[config.mk]
export PLATFORM = sky130hd
export DESIGN_NAME = tca_time_keeper
export DESIGN_NICKNAME = d
export VERILOG_FILES = /design/src/tca_pkg.sv /design/src/tca_time_keeper.sv
export VERILOG_INCLUDE_DIRS = /design/src
export SDC_FILE = /design/constraint.sdc
export NUM_CORES = 1
export LEC_CHECK = 0
export ABC_AREA = 0
export CAP_MARGIN = 30
export CORE_MARGIN = 3
export CORE_UTILIZATION = 35
export DETAILED_ROUTE_END_ITERATION = 8
export DONT_BUFFER_PORTS = 1
export GPL_ROUTABILITY_DRIVEN = 0
export PLACE_DENSITY_LB_ADDON = 0.2
export SLEW_MARGIN = 10
export SYNTH_ARGS = -nofsm -noshare
export SYNTH_HDL_FRONTEND = slang
export SYNTH_SLANG_ARGS = --single-unit
[constraint.sdc]
create_clock -name ref_clk -period 5.05 [get_ports ref_clk]
set_input_delay 0.2525 -clock ref_clk [delete_from_list [all_inputs] [get_ports ref_clk]]
set_output_delay 0.2525 -clock ref_clk [all_outputs]
set_load 0.02 [all_outputs]
[src/tca_regs.svh]
// Register offsets, field positions and reset values of the time and calendar keeper
`ifndef TCA_REGS_SVH
`define TCA_REGS_SVH
// Byte offsets on the register bus
`define TCA_OFS_MODE 8'h00
`define TCA_OFS_HMODE 8'h04
`define TCA_OFS_TIME 8'h08
`define TCA_OFS_CAL 8'h0C
`define TCA_OFS_TALM 8'h10
`define TCA_OFS_CALM 8'h14
`define TCA_OFS_STAT 8'h18
`define TCA_OFS_SCLR 8'h1C
// Mode register fields
`define TCA_STOPT_BIT 0
`define TCA_STOPC_BIT 1
`define TCA_TIME_EVENT_SELECTOR_RNG 9:8
`define TCA_CALENDAR_EVENT_SELECTOR_RNG 17:16
// Time and time alarm fields
`define TCA_SEC_RNG 6:0
`define TCA_SECOND_MATCH_ENABLE_BIT 7
`define TCA_MIN_RNG 14:8
`define TCA_MINUTE_MATCH_ENABLE_BIT 15
`define TCA_HOUR_RNG 21:16
`define TCA_MER_BIT 22
`define TCA_HOUR_MATCH_ENABLE_BIT 23
// Calendar and calendar alarm fields
`define TCA_CENTURY_FIELD_RNG 6:0
`define TCA_YEAR_RNG 15:8
`define TCA_MONTH_RNG 20:16
`define TCA_DAY_RNG 23:21
`define TCA_DATE_RNG 29:24
`define TCA_MONTH_MATCH_ENABLE_BIT 23
`define TCA_DATE_MATCH_ENABLE_BIT 31
// Status bits
`define TCA_ST_ACK 0
`define TCA_ST_ALARM 1
`define TCA_ST_SEC 2
`define TCA_ST_TIME_EVENT_FLAG 3
`define TCA_ST_CALENDAR_EVENT_FLAG 4
`define TCA_ST_W 5
// Reset values
`define TCA_CAL_RST 32'h0181_9819
`define TCA_ZERO32 32'h0000_0000
// BCD figures used by the counters
`define TCA_B59 8'h59
`define TCA_B23 8'h23
`define TCA_B12 8'h12
`define TCA_B11 8'h11
`define TCA_B01 8'h01
`define TCA_B02 8'h02
`define TCA_B99 8'h99
`define TCA_B28 8'h28
`define TCA_B29 8'h29
`define TCA_B30 8'h30
`define TCA_B31 8'h31
`define TCA_B04 8'h04
`define TCA_B06 8'h06
`define TCA_B09 8'h09
`define TCA_B00 8'h00
`define TCA_DAY_LAST 3'h7
`define TCA_DAY_FIRST 3'h1
`define TCA_DAY_WEEK 3'h1
`endif

[src/tca_pkg.sv]
// Types shared by the time and calendar keeper
package tca_pkg;
  typedef enum logic [1:0] {TEV_MINUTE, TEV_HOUR, TEV_MIDNIGHT, TEV_NOON} tca_tev_t;
  typedef enum logic [1:0] {CEV_WEEK, CEV_MONTH, CEV_YEAR, CEV_RSVD} tca_cev_t;
  typedef struct packed {
    logic meridiem;
    logic [7:0] hour;
    logic [7:0] minute;
    logic [7:0] second;
  } tca_time_t;
  typedef struct packed {
    logic [7:0] date;
    logic [2:0] day;
    logic [7:0] month;
    logic [7:0] year;
    logic [7:0] century;
  } tca_cal_t;
endpackage : tca_pkg

[src/tca_time_keeper.sv]
// APB time-of-day, calendar and alarm keeper
//
// Operation
// (RL1) Hour format bit: 0 counts 24 hours, 1 counts 12 hours with meridiem.
// (RL2) Seconds are BCD 0 to 59, units low nibble, tens above.
// (RL3) Minutes are BCD 0 to 59, units low nibble, tens above.
// (RL4) Hours are BCD 1 to 12 in 12-hour form, 0 to 23 otherwise.
// (RL5) Meridiem bit 22 of the time register: 0 morning, 1 afternoon.
// (RL6) Software writes meridiem as 0 in time and alarm when 24-hour form.
// (RL7) Century is BCD 19 to 20.
// (RL8) Year is BCD 00 to 99.
// (RL9) Month is BCD 01 to 12.
// (RL10) Weekday 1 to 7 cycles alone and never steers the date counter.
// (RL11) Date of month is BCD 01 to 31.
// (RL12) Calendar resets to 0x01819819; format, time, alarms, status reset to zero.
// (RL13) Second, minute, hour alarm compares count only while enables 7, 15, 23 set.
// (RL14) Month and date alarm compares count only while enables 23, 31 set.
// (RL15) Each alarm field compares against its BCD running counter, hour with meridiem.
// (RL16) Update acknowledge reads 1 only when time and calendar may be written.
// (RL17) Alarm flag sets on a match and holds until software clears it.
// (RL18) Second flag sets each tick and holds until cleared.
// (RL19) Time event flag is sticky, set on selected minute, hour, noon, midnight.
// (RL20) Calendar event flag is sticky, set on selected week, month, year change.
// (RL21) Time codes 0-3: minute, hour, midnight, noon; calendar 0-2: week, month, year.
// (RL22) Update: set stop, await acknowledge, clear it, write, clear stop, resume.
// (RL23) Writing 1 to a status clear bit clears that flag; 0 does nothing.
// (RL24) Alarm sets when all enabled fields match together; none enabled, no alarm.
// (RL25) Counters carry in BCD through all fields with month length and leap years.
// (RL26) 12-hour form goes 11 to 12 toggling meridiem, then 12 to 1.
//
// Chosen here: the APB slave port.
`timescale 1ns/1ns
`include "tca_regs.svh"
module tca_time_keeper (
  // Clock and reset
  input wire logic ref_clk,
  input wire logic rst,
  // One-second tick, one cycle wide
  input wire logic secTick,
  // APB slave
  input wire logic psel,
  input wire logic penable,
  input wire logic pwrite,
  input wire logic [7:0] paddr,
  input wire logic [31:0] pwdata,
  output logic [31:0] prdata,
  output logic pready,
  output logic pslverr
);

  ////////////////////////////////////////////////////////////////////////////////
  // Helper functions

  // BCD increment of a two-digit value
  function automatic logic [7:0] bcdInc(input logic [7:0] v);
    if (v[3:0] == 4'h9)
      bcdInc = {v[7:4] + 4'h1, 4'h0};
    else
      bcdInc = {v[7:4], v[3:0] + 4'h1};
  endfunction : bcdInc

  // Leap test on a BCD pair: divisible by four
  function automatic logic bcdDiv4(input logic [7:0] v);
    if (v[4])
      bcdDiv4 = (v[3:0] == 4'h2) || (v[3:0] == 4'h6);
    else
      bcdDiv4 = (v[3:0] == 4'h0) || (v[3:0] == 4'h4) || (v[3:0] == 4'h8);
  endfunction : bcdDiv4

  // Register select, shared by read and write paths
  function automatic logic isReg(input logic [7:0] a, input logic [7:0] ofs);
    isReg = (a == ofs);
  endfunction : isReg

  ////////////////////////////////////////////////////////////////////////////////
  // State

  // Named copy of the calendar reset word, so its fields can be sliced
  localparam logic [31:0] calRst = `TCA_CAL_RST;

  logic stopTime_r;
  logic stopCal_r;
  tca_pkg::tca_tev_t time_event_selector_r;
  tca_pkg::tca_cev_t calendar_event_selector_r;
  logic hourMode_r;
  tca_pkg::tca_time_t time_r, time_nxt;
  tca_pkg::tca_cal_t cal_r, cal_nxt;
  logic [31:0] talm_r;
  logic [31:0] calm_r;
  logic [`TCA_ST_W-1:0] status_r, status_nxt;
  logic ackPend_r;
  logic matchPrev_r;
  logic [31:0] prdata_r;
  logic pready_r;
  logic pslverr_r;

  logic wrEn;
  logic setupRd;
  logic known;
  logic [`TCA_ST_W-1:0] setBits;
  logic [`TCA_ST_W-1:0] clrBits;
  logic minCarry, hourCarry, dayCarry, monCarry, yearCarry, noonHit;
  logic alarmMatch, anyEn;
  logic [7:0] lastDate;
  logic [31:0] timeWord, calWord;

  assign wrEn = psel && penable && pwrite && pready_r;
  assign setupRd = psel && !penable;
  assign known = (paddr[7:5] == 3'h0);

  // Pack running counters into their register images
  always_comb
  begin
    timeWord = `TCA_ZERO32;
    timeWord[`TCA_SEC_RNG] = time_r.second[6:0];
    timeWord[`TCA_MIN_RNG] = time_r.minute[6:0];
    timeWord[`TCA_HOUR_RNG] = time_r.hour[5:0];
    timeWord[`TCA_MER_BIT] = time_r.meridiem; // see (RL5)
    calWord = `TCA_ZERO32;
    calWord[`TCA_CENTURY_FIELD_RNG] = cal_r.century[6:0];
    calWord[`TCA_YEAR_RNG] = cal_r.year;
    calWord[`TCA_MONTH_RNG] = cal_r.month[4:0];
    calWord[`TCA_DAY_RNG] = cal_r.day;
    calWord[`TCA_DATE_RNG] = cal_r.date[5:0];
  end

  ////////////////////////////////////////////////////////////////////////////////
  // Month length, leap years by year or by century at year 00

  always_comb
  begin
    if (cal_r.month == `TCA_B02)
    begin
      if (cal_r.year == `TCA_B00)
        lastDate = bcdDiv4(cal_r.century) ? `TCA_B29 : `TCA_B28; // see (RL25)
      else
        lastDate = bcdDiv4(cal_r.year) ? `TCA_B29 : `TCA_B28;
    end
    else if ((cal_r.month == `TCA_B04) || (cal_r.month == `TCA_B06) ||
             (cal_r.month == `TCA_B09) || (cal_r.month == `TCA_B11))
      lastDate = `TCA_B30;
    else
      lastDate = `TCA_B31;
  end

  ////////////////////////////////////////////////////////////////////////////////
  // Counter advance; weekday never feeds the date chain

  always_comb
  begin
    time_nxt = time_r;
    cal_nxt = cal_r;
    minCarry = 1'b0;
    hourCarry = 1'b0;
    dayCarry = 1'b0;
    monCarry = 1'b0;
    yearCarry = 1'b0;
    noonHit = 1'b0;
    if (secTick && !stopTime_r)
    begin
      if (time_r.second == `TCA_B59) // see (RL2)
      begin
        time_nxt.second = `TCA_B00;
        minCarry = 1'b1;
      end
      else
        time_nxt.second = bcdInc(time_r.second);
      if (minCarry)
      begin
        if (time_r.minute == `TCA_B59) // see (RL3)
        begin
          time_nxt.minute = `TCA_B00;
          hourCarry = 1'b1;
        end
        else
          time_nxt.minute = bcdInc(time_r.minute);
      end
      if (hourCarry)
      begin
        if (hourMode_r) // see (RL1)
        begin
          if (time_r.hour == `TCA_B11) // see (RL26)
          begin
            time_nxt.hour = `TCA_B12;
            time_nxt.meridiem = !time_r.meridiem;
            dayCarry = time_r.meridiem;
            noonHit = !time_r.meridiem;
          end
          else if (time_r.hour == `TCA_B12) // see (RL4)
            time_nxt.hour = `TCA_B01;
          else
            time_nxt.hour = bcdInc(time_r.hour);
        end
        else if (time_r.hour == `TCA_B23) // see (RL4)
        begin
          time_nxt.hour = `TCA_B00;
          dayCarry = 1'b1;
        end
        else
        begin
          time_nxt.hour = bcdInc(time_r.hour);
          noonHit = (time_r.hour == `TCA_B11);
        end
      end
    end
    // Calendar follows the day carry only while its own counting runs
    if (dayCarry && !stopCal_r) // see (RL25)
    begin
      cal_nxt.day = (cal_r.day == `TCA_DAY_LAST) ? `TCA_DAY_FIRST : cal_r.day + 3'h1; // see (RL10)
      if (cal_r.date == lastDate) // see (RL11)
      begin
        cal_nxt.date = `TCA_B01;
        monCarry = 1'b1;
      end
      else
        cal_nxt.date = bcdInc(cal_r.date);
      if (monCarry)
      begin
        if (cal_r.month == `TCA_B12) // see (RL9)
        begin
          cal_nxt.month = `TCA_B01;
          yearCarry = 1'b1;
        end
        else
          cal_nxt.month = bcdInc(cal_r.month);
      end
      if (yearCarry)
      begin
        cal_nxt.year = (cal_r.year == `TCA_B99) ? `TCA_B00 : bcdInc(cal_r.year); // see (RL8)
        if (cal_r.year == `TCA_B99)
          cal_nxt.century = bcdInc(cal_r.century); // see (RL7)
      end
    end
  end

  ////////////////////////////////////////////////////////////////////////////////
  // Alarm compare: only enabled fields, all at once

  always_comb
  begin
    anyEn = talm_r[`TCA_SECOND_MATCH_ENABLE_BIT] || talm_r[`TCA_MINUTE_MATCH_ENABLE_BIT] || talm_r[`TCA_HOUR_MATCH_ENABLE_BIT] ||
            calm_r[`TCA_MONTH_MATCH_ENABLE_BIT] || calm_r[`TCA_DATE_MATCH_ENABLE_BIT]; // see (RL24)
    alarmMatch = anyEn; // see (RL13)
    if (talm_r[`TCA_SECOND_MATCH_ENABLE_BIT] && (talm_r[`TCA_SEC_RNG] != timeWord[`TCA_SEC_RNG]))
      alarmMatch = 1'b0;
    if (talm_r[`TCA_MINUTE_MATCH_ENABLE_BIT] && (talm_r[`TCA_MIN_RNG] != timeWord[`TCA_MIN_RNG]))
      alarmMatch = 1'b0;
    if (talm_r[`TCA_HOUR_MATCH_ENABLE_BIT] &&
        (talm_r[`TCA_MER_BIT:16] != timeWord[`TCA_MER_BIT:16])) // see (RL15)
      alarmMatch = 1'b0;
    if (calm_r[`TCA_MONTH_MATCH_ENABLE_BIT] && (calm_r[`TCA_MONTH_RNG] != calWord[`TCA_MONTH_RNG])) // see (RL14)
      alarmMatch = 1'b0;
    if (calm_r[`TCA_DATE_MATCH_ENABLE_BIT] && (calm_r[`TCA_DATE_RNG] != calWord[`TCA_DATE_RNG]))
      alarmMatch = 1'b0;
  end

  ////////////////////////////////////////////////////////////////////////////////
  // Status set and clear; a set in the clearing cycle wins

  always_comb
  begin
    setBits = '0;
    setBits[`TCA_ST_ACK] = secTick && ackPend_r; // see (RL16)
    setBits[`TCA_ST_ALARM] = alarmMatch && !matchPrev_r; // see (RL17)
    setBits[`TCA_ST_SEC] = secTick; // see (RL18)
    unique case (time_event_selector_r) // see (RL21)
      tca_pkg::TEV_MINUTE: setBits[`TCA_ST_TIME_EVENT_FLAG] = minCarry; // see (RL19)
      tca_pkg::TEV_HOUR: setBits[`TCA_ST_TIME_EVENT_FLAG] = hourCarry;
      tca_pkg::TEV_MIDNIGHT: setBits[`TCA_ST_TIME_EVENT_FLAG] = dayCarry;
      tca_pkg::TEV_NOON: setBits[`TCA_ST_TIME_EVENT_FLAG] = noonHit;
    endcase
    unique case (calendar_event_selector_r)
      tca_pkg::CEV_WEEK: setBits[`TCA_ST_CALENDAR_EVENT_FLAG] = dayCarry && !stopCal_r &&
                                                  (cal_nxt.day == `TCA_DAY_WEEK); // see (RL20)
      tca_pkg::CEV_MONTH: setBits[`TCA_ST_CALENDAR_EVENT_FLAG] = monCarry;
      tca_pkg::CEV_YEAR: setBits[`TCA_ST_CALENDAR_EVENT_FLAG] = yearCarry;
      tca_pkg::CEV_RSVD: setBits[`TCA_ST_CALENDAR_EVENT_FLAG] = 1'b0;
    endcase
    clrBits = (wrEn && isReg(paddr, `TCA_OFS_SCLR)) ? pwdata[`TCA_ST_W-1:0] : '0; // see (RL23)
    status_nxt = (status_r & ~clrBits) | setBits;
  end

  // Sticky status flags
  always_ff @(posedge ref_clk or posedge rst)
  begin
    if (rst)
      status_r <= '0; // see (RL12)
    else
      status_r <= status_nxt;
  end

  // Acknowledge waits for the next second boundary after a stop request
  always_ff @(posedge ref_clk or posedge rst)
  begin
    if (rst)
      ackPend_r <= 1'b0;
    else if (wrEn && isReg(paddr, `TCA_OFS_MODE) && !(stopTime_r || stopCal_r) &&
             (pwdata[`TCA_STOPT_BIT] || pwdata[`TCA_STOPC_BIT])) // see (RL22)
      ackPend_r <= 1'b1;
    else if (secTick || !(stopTime_r || stopCal_r))
      ackPend_r <= 1'b0;
  end

  // Match history so a standing match raises the flag once
  always_ff @(posedge ref_clk or posedge rst)
  begin
    if (rst)
      matchPrev_r <= 1'b0;
    else
      matchPrev_r <= alarmMatch;
  end

  ////////////////////////////////////////////////////////////////////////////////
  // Software registers

  // Mode and hour format
  always_ff @(posedge ref_clk or posedge rst)
  begin
    if (rst)
    begin
      stopTime_r <= 1'b0;
      stopCal_r <= 1'b0;
      time_event_selector_r <= tca_pkg::TEV_MINUTE;
      calendar_event_selector_r <= tca_pkg::CEV_WEEK;
      hourMode_r <= 1'b0;
    end
    else if (wrEn && isReg(paddr, `TCA_OFS_MODE))
    begin
      stopTime_r <= pwdata[`TCA_STOPT_BIT];
      stopCal_r <= pwdata[`TCA_STOPC_BIT];
      time_event_selector_r <= tca_pkg::tca_tev_t'(pwdata[`TCA_TIME_EVENT_SELECTOR_RNG]);
      calendar_event_selector_r <= tca_pkg::tca_cev_t'(pwdata[`TCA_CALENDAR_EVENT_SELECTOR_RNG]);
    end
    else if (wrEn && isReg(paddr, `TCA_OFS_HMODE))
      hourMode_r <= pwdata[0]; // see (RL1)
  end

  // Time counters; writes land only while time counting is stopped
  always_ff @(posedge ref_clk or posedge rst)
  begin
    if (rst)
      time_r <= '0; // see (RL12)
    else if (wrEn && isReg(paddr, `TCA_OFS_TIME) && stopTime_r) // see (RL22)
    begin
      time_r.second <= {1'b0, pwdata[`TCA_SEC_RNG]};
      time_r.minute <= {1'b0, pwdata[`TCA_MIN_RNG]};
      time_r.hour <= {2'b00, pwdata[`TCA_HOUR_RNG]};
      time_r.meridiem <= pwdata[`TCA_MER_BIT]; // see (RL6)
    end
    else
      time_r <= time_nxt; // see (RL25)
  end

  // Calendar counters; writes land only while calendar counting is stopped
  always_ff @(posedge ref_clk or posedge rst)
  begin
    if (rst)
    begin
      cal_r.century <= {1'b0, calRst[`TCA_CENTURY_FIELD_RNG]}; // see (RL12)
      cal_r.year <= calRst[`TCA_YEAR_RNG];
      cal_r.month <= {3'b000, calRst[`TCA_MONTH_RNG]};
      cal_r.day <= calRst[`TCA_DAY_RNG];
      cal_r.date <= {2'b00, calRst[`TCA_DATE_RNG]};
    end
    else if (wrEn && isReg(paddr, `TCA_OFS_CAL) && stopCal_r) // see (RL22)
    begin
      cal_r.century <= {1'b0, pwdata[`TCA_CENTURY_FIELD_RNG]};
      cal_r.year <= pwdata[`TCA_YEAR_RNG];
      cal_r.month <= {3'b000, pwdata[`TCA_MONTH_RNG]};
      cal_r.day <= pwdata[`TCA_DAY_RNG];
      cal_r.date <= {2'b00, pwdata[`TCA_DATE_RNG]};
    end
    else
      cal_r <= cal_nxt;
  end

  // Alarm registers; unused bits are stored as zero
  always_ff @(posedge ref_clk or posedge rst)
  begin
    if (rst)
    begin
      talm_r <= `TCA_ZERO32;
      calm_r <= `TCA_ZERO32;
    end
    else if (wrEn && isReg(paddr, `TCA_OFS_TALM))
      talm_r <= {8'h00, pwdata[23:16], pwdata[15:8], pwdata[7:0]};
    else if (wrEn && isReg(paddr, `TCA_OFS_CALM))
      calm_r <= {pwdata[31], 1'b0, pwdata[29:24], pwdata[23], 2'b00, pwdata[20:16], 16'h0000};
  end

  ////////////////////////////////////////////////////////////////////////////////
  // APB answer: data captured in setup, one access cycle, error off the map

  always_ff @(posedge ref_clk or posedge rst)
  begin
    if (rst)
    begin
      prdata_r <= `TCA_ZERO32;
      pready_r <= 1'b0;
      pslverr_r <= 1'b0;
    end
    else
    begin
      pready_r <= setupRd;
      pslverr_r <= setupRd && (!known || (paddr[1:0] != 2'b00));
      prdata_r <= `TCA_ZERO32;
      if (setupRd && !pwrite)
      begin
        if (isReg(paddr, `TCA_OFS_MODE))
          prdata_r <= {14'h0000, calendar_event_selector_r, 6'h00, time_event_selector_r, 6'h00, stopCal_r, stopTime_r};
        else if (isReg(paddr, `TCA_OFS_HMODE))
          prdata_r <= {31'h0000_0000, hourMode_r};
        else if (isReg(paddr, `TCA_OFS_TIME))
          prdata_r <= timeWord;
        else if (isReg(paddr, `TCA_OFS_CAL))
          prdata_r <= calWord;
        else if (isReg(paddr, `TCA_OFS_TALM))
          prdata_r <= talm_r;
        else if (isReg(paddr, `TCA_OFS_CALM))
          prdata_r <= calm_r;
        else if (isReg(paddr, `TCA_OFS_STAT))
          prdata_r <= {27'h000_0000, status_r};
      end
    end
  end

  assign prdata = prdata_r;
  assign pready = pready_r;
  assign pslverr = pslverr_r;
endmodule : tca_time_keeper

* Yosys cells after proc, flatten, opt, wreduce, memory -nomap -nowiden *
Index checks and enable logic that the tools add are counted.

storage, ports and cells
  bits in registers = 145
  output and inout port bits = 34

operators by class
  add/sub/neg operators = 15
  reductions and logical operators = 90
  muxes and demuxes = 81
  equality and inequality tests = 48
  bitwise gates (word level) = 5

operator list
  kind                 count
  $mux 32              7
  $mux 8               20
  $mux 35              2
  $eq 8x5->1 const B   8
  $add 4x1->4 const B  14
  $mux 25              2
  $mux 1               43
  $eq 4x4->1 const B   9
  $logic_and 1x1->1    27
  $eq 8x3->1 const B   3
  $eq 8x4->1 const B   3
  $reduce_bool 2->1    12
  $ne 7x7->1           3
  $logic_or 1x1->1     17
  $eq 4x3->1 const B   4
  $eq 8x7->1 const B   2
  $logic_not 8->1      2
  $mux 16              1
  $reduce_and 2->1     8
  $reduce_bool 3->1    5
  $reduce_and 3->1     4
  $mux 5               2
  $mux 9               1
  $eq 2x2->1 const B   4
  other kinds (22)     36

* Logic depth before layout (Yosys ltp) *
  word-level depth = 20
  depth in mapped cells = 12
  mapped depth without buffers = 9

* Worst setup path after synthesis *
Ideal clock, no wire load.

  path kind = reg2reg
  from = reg cal_r (netlist bit calWord[20])
  to = reg cal_r (netlist bit calWord[18])
  cell stages (with the launch flop) = 10
  setup slack = 2.501 ns
  arrival = 2.467 ns
  setup time = 0.082 ns
  clock period less this slack = 2.549 ns
  buffers on the path = 0
  cell sequence = dfrtp_1 > inv_1 > ha_1 > nor3b_1 > nand2_1 > or4_4 > a31oi_4 > o21ai_2 > or4_1 > a31oi_1

on the way
  word-level cells in the longest chain between the ends = 11
  elaborated cells between the ends (all ways) = 20

RTL lines
  item                                line                    source
  start: declaration                  tca_time_keeper.sv:87   tca_pkg::tca_cal_t cal_r, cal_nxt;
  start signal: assignment            tca_time_keeper.sv:374  cal_r <= cal_nxt;
  $eq 8x3->1 (no source line)         n/a
  $logic_or 1x1->1 (3 in series)      tca_time_keeper.sv:139  else if ((cal_r.month == `TCA_B04) || (cal_r.month == `TCA_B06) ||
  $mux 1                              tca_time_keeper.sv:139
  $mux 8                              tca_time_keeper.sv:132  if (cal_r.month == `TCA_B02)
  $eq 8x8->1                          tca_time_keeper.sv:210  if (cal_r.date == lastDate)
  $mux 1                              tca_time_keeper.sv:210
  $mux 1                              tca_time_keeper.sv:207  if (dayCarry && !stopCal_r)
  $reduce_bool 2->1 (no source line)  n/a
  $reduce_and 2->1 (no source line)   n/a

Parallel ways exist; a longest one is shown, timed or not. The select of a mux whose other input is x is not followed.
A chain may end at the register's enable or synchronous reset.

* Final worst setup path *
  from = reg cal_r (netlist bit calWord[16])
  to = reg cal_r (netlist bit calWord[18])

The elaborated chain is that of the path after synthesis.

==> qor.yml <==
outcome: "finished, final reports clean"
syn_avg_cell_area_sq_um: 9.47
fmax_mhz: 294
htree_levels: 4
core_sq_um: 23500
synth_cell_types: 78
fin_worst_skew_ns: 0.0150
rows: 56
ys_seq_area_share_pct: 42.6
n_antenna_cell: 0
numCtsBuffers: 17
critPathKind: "reg -> reg"
slew_viol_final: 0
yosysTopAreaCellShare_pct: 39.8
die-area_sq_um: 26000
synth_edf_count: 0
finalSetupTns_ns: 0
grtUsageTotal_pct: 20.8
pre_cts_slack_ns: 1.77
place_area_sq_um: 8720
peakVddDrop_uv: 187
die_y_microns: 161
worstPathArrival_ns: 3.76
fin_crit_sh_pct: 67.3
critPathCaptureType: "register"
synth_seq_cells: 143
cp_cell_sequence: "nor4bb_1, a21boi_0, a211oi_1, o21ai_2, or4_1, a31oi_1"
io_pins: 80
fp.dieW_microns: 161
setup_viol: 0
start_util_pct: 35.8
fin_nets: 978
io_buffers: 0
grt_pass1_vias: 6827
synth_fp_nets: 961
syn_area_sq_um: 8430
clock_sinks: 143
grt_setup_unrepaired: "false"
worst_slew_pin_slew_ns: 0.958
cts_root_buffer: "clkbuf_16"
clkTransAtPathRegs_ns: 0.07
hold_buffers: 37
crit_required_ns: 5.41
holdWs_ns: 0.0134
power_w: 0.00265
hp-class: "in -> reg"
wl_per_cell_microns: 21.3
hold_viol: 0
crit_path_start_kind: "register"
synth_top_area_cell: "dfrtp_1"
period_needed_ns: 3.40
drcViolationCount: 0
syn-instance-count: 890
cts_tree: "done"
synth_most_common_cell: "dfrtp_1"
grt_pass1_wl_microns: 41600
dr.pass1.iters: 5
viasPerCell: 5.72
cpLargestDelayFamily: "simple AND/OR/NAND/NOR gates"
max_slew_margin_pct: 35.2
cts_setup_buffers: 0
async_flop_share_pct: 100
place_hpwl_microns: 18300
clock_latency_ns: 0.43
vias: 7084
drv_cap: 0
antenna_found_initial: 1
synth_ff_type: "dfrtp_1"
synth.area.top_cells: "dfrtp_1, mux2_2, ha_1"
cp_num_buf_inv: 0
overflow: 0
cpPeakStageDelay_ns: 0.80
drt_iter0_drc: 637
synth_common_cells: "dfrtp_1, nand2_1, nor2_1"
cts_resized: 0
final_antenna_net_count: 0
wl_microns: 26400
synth_warnings: 0
syn_to_final_growth_pct: 15.1
cp_max_fo: 18
grt_start_max_net_pins: 94
clock_path_buffers: 2
setup_ws_ns: 1.65
p_per_area_nw_per_um2: 273
fillers: 2360
final_cell_area_sq_um: 9700
crit_slowest_cell: "nor4bb_1"
p_leak_nw: 3.94
layout-drive-gt1-share_pct: 13.0
## state kept, by name, indices dropped and copies added, names as in the netlist
signal                     flops
calendar_event_selector_r      2
hourMode_r                     1
prdata                        31
pslverr                        1
pready                         1
status_r                       5
stopCal_r                      1
ackPend_r                      1
cal_r                          5
time_r                         4
calm_r                        13
timeWord                      21
time_event_selector_r          2
stopTime_r                     1
talm_r                        24
calWord                       29
matchPrev_r                    1
## cell usage in the layout, fill, tap and decap left out, types with 15 or more instances in the layout
| cell type | netlist | final |
|---|---|---|
| dfrtp_1 | 134 | 134 |
| nand2_1 | 79 | 79 |
| nor2_1 | 68 | 68 |
| a21oi_1 | 48 | 48 |
| mux2_2 | 44 | 44 |
| o21ai_0 | 40 | 40 |
| dlygate4sd3_1 | 0 | 38 |
| inv_1 | 35 | 34 |
| a22oi_1 | 29 | 29 |
| nand3_1 | 26 | 26 |
| ha_1 | 25 | 25 |
| xnor2_1 | 21 | 21 |
| nor3_1 | 24 | 21 |
| xor2_1 | 18 | 18 |
| clkbuf_16 | 0 | 17 |
| nand4_1 | 16 | 16 |
| buf_4 | 2 | 15 |
## layer usage
| metal | wire, microns | vias up | track usage, % | share of wire (%) |
|---|---|---|---|---|
| met2 | 11800 | 202 | 31.0 | 45 |
| met3 | 1620 | 29 | 5.85 | 6.1 |
| met4 | 374 | 2 | 4.89 | 1.4 |
| met5 | 13 | - | 0 | 0.049 |
| li1 | - | 3329 | - | - |
| met1 | 12600 | 3522 | 30.0 | 48 |
## where the power goes
group	leakage [nW]	switching [W]	internal [W]
Combinational	1.79	0.0000959	0.0000776
Clock	0.264	0.000530	0.000711
Sequential	1.88	0.0000568	0.00118
## logic make-up after synthesis
group	share of synthesized area (%)
buffers and inverters	4.50
flip-flops	42.6
other	0.0445
AND/OR/NAND/NOR	19.1
multiplexers	7.07
adder cells (fa/ha/maj)	3.71
XOR/XNOR	4.05
AO/OA/AOI/OAI	19.0
## final cells by class
type                       count  area (sq um)  share of cell area [%]
multi-input combinational    655          4480                    46.2
sequential                   143          3590                    37.0
timing repair buffer          55           526                    5.42
clock buffer                  22           464                    4.79
tap                          319           399                    4.11
inverter                      35           136                    1.41
clock inverter                10           104                    1.07
## worst min-delay path: cells and delay by family
family | cells | cell delay (ns)
AOI/OAI and AO/OA | 1 | 0.05
and+or+nand+nor | 2 | 0.09
## final timing paths
path / depth (start not counted) / endpoint / startpoint / slack, ns
worst max register to register: 6 / calWord[18] / calWord[16] / 1.65
worst min-delay path: 3 / status_r[4] / pwdata[4] / 0.01
worst max-delay path: 6 / calWord[18] / calWord[16] / 1.65
min in group asynchronous: 2 / pslverr / rst / 0.20
max in group asynchronous: 4 / status_r[4] / rst / 3.50
worst min register to register: 2 / status_r[3] / status_r[3] / 0.50
## through the flow
stage          util (%)  instances
2_1_floorplan         -        890
3_3_place_gp       37.0       1167
3_5_place_dp       37.1       1168
4_1_cts            41.0       1237
5_1_grt            41.2       1239
6_report           41.2       1239
Power figures use the tool's default switching activity.
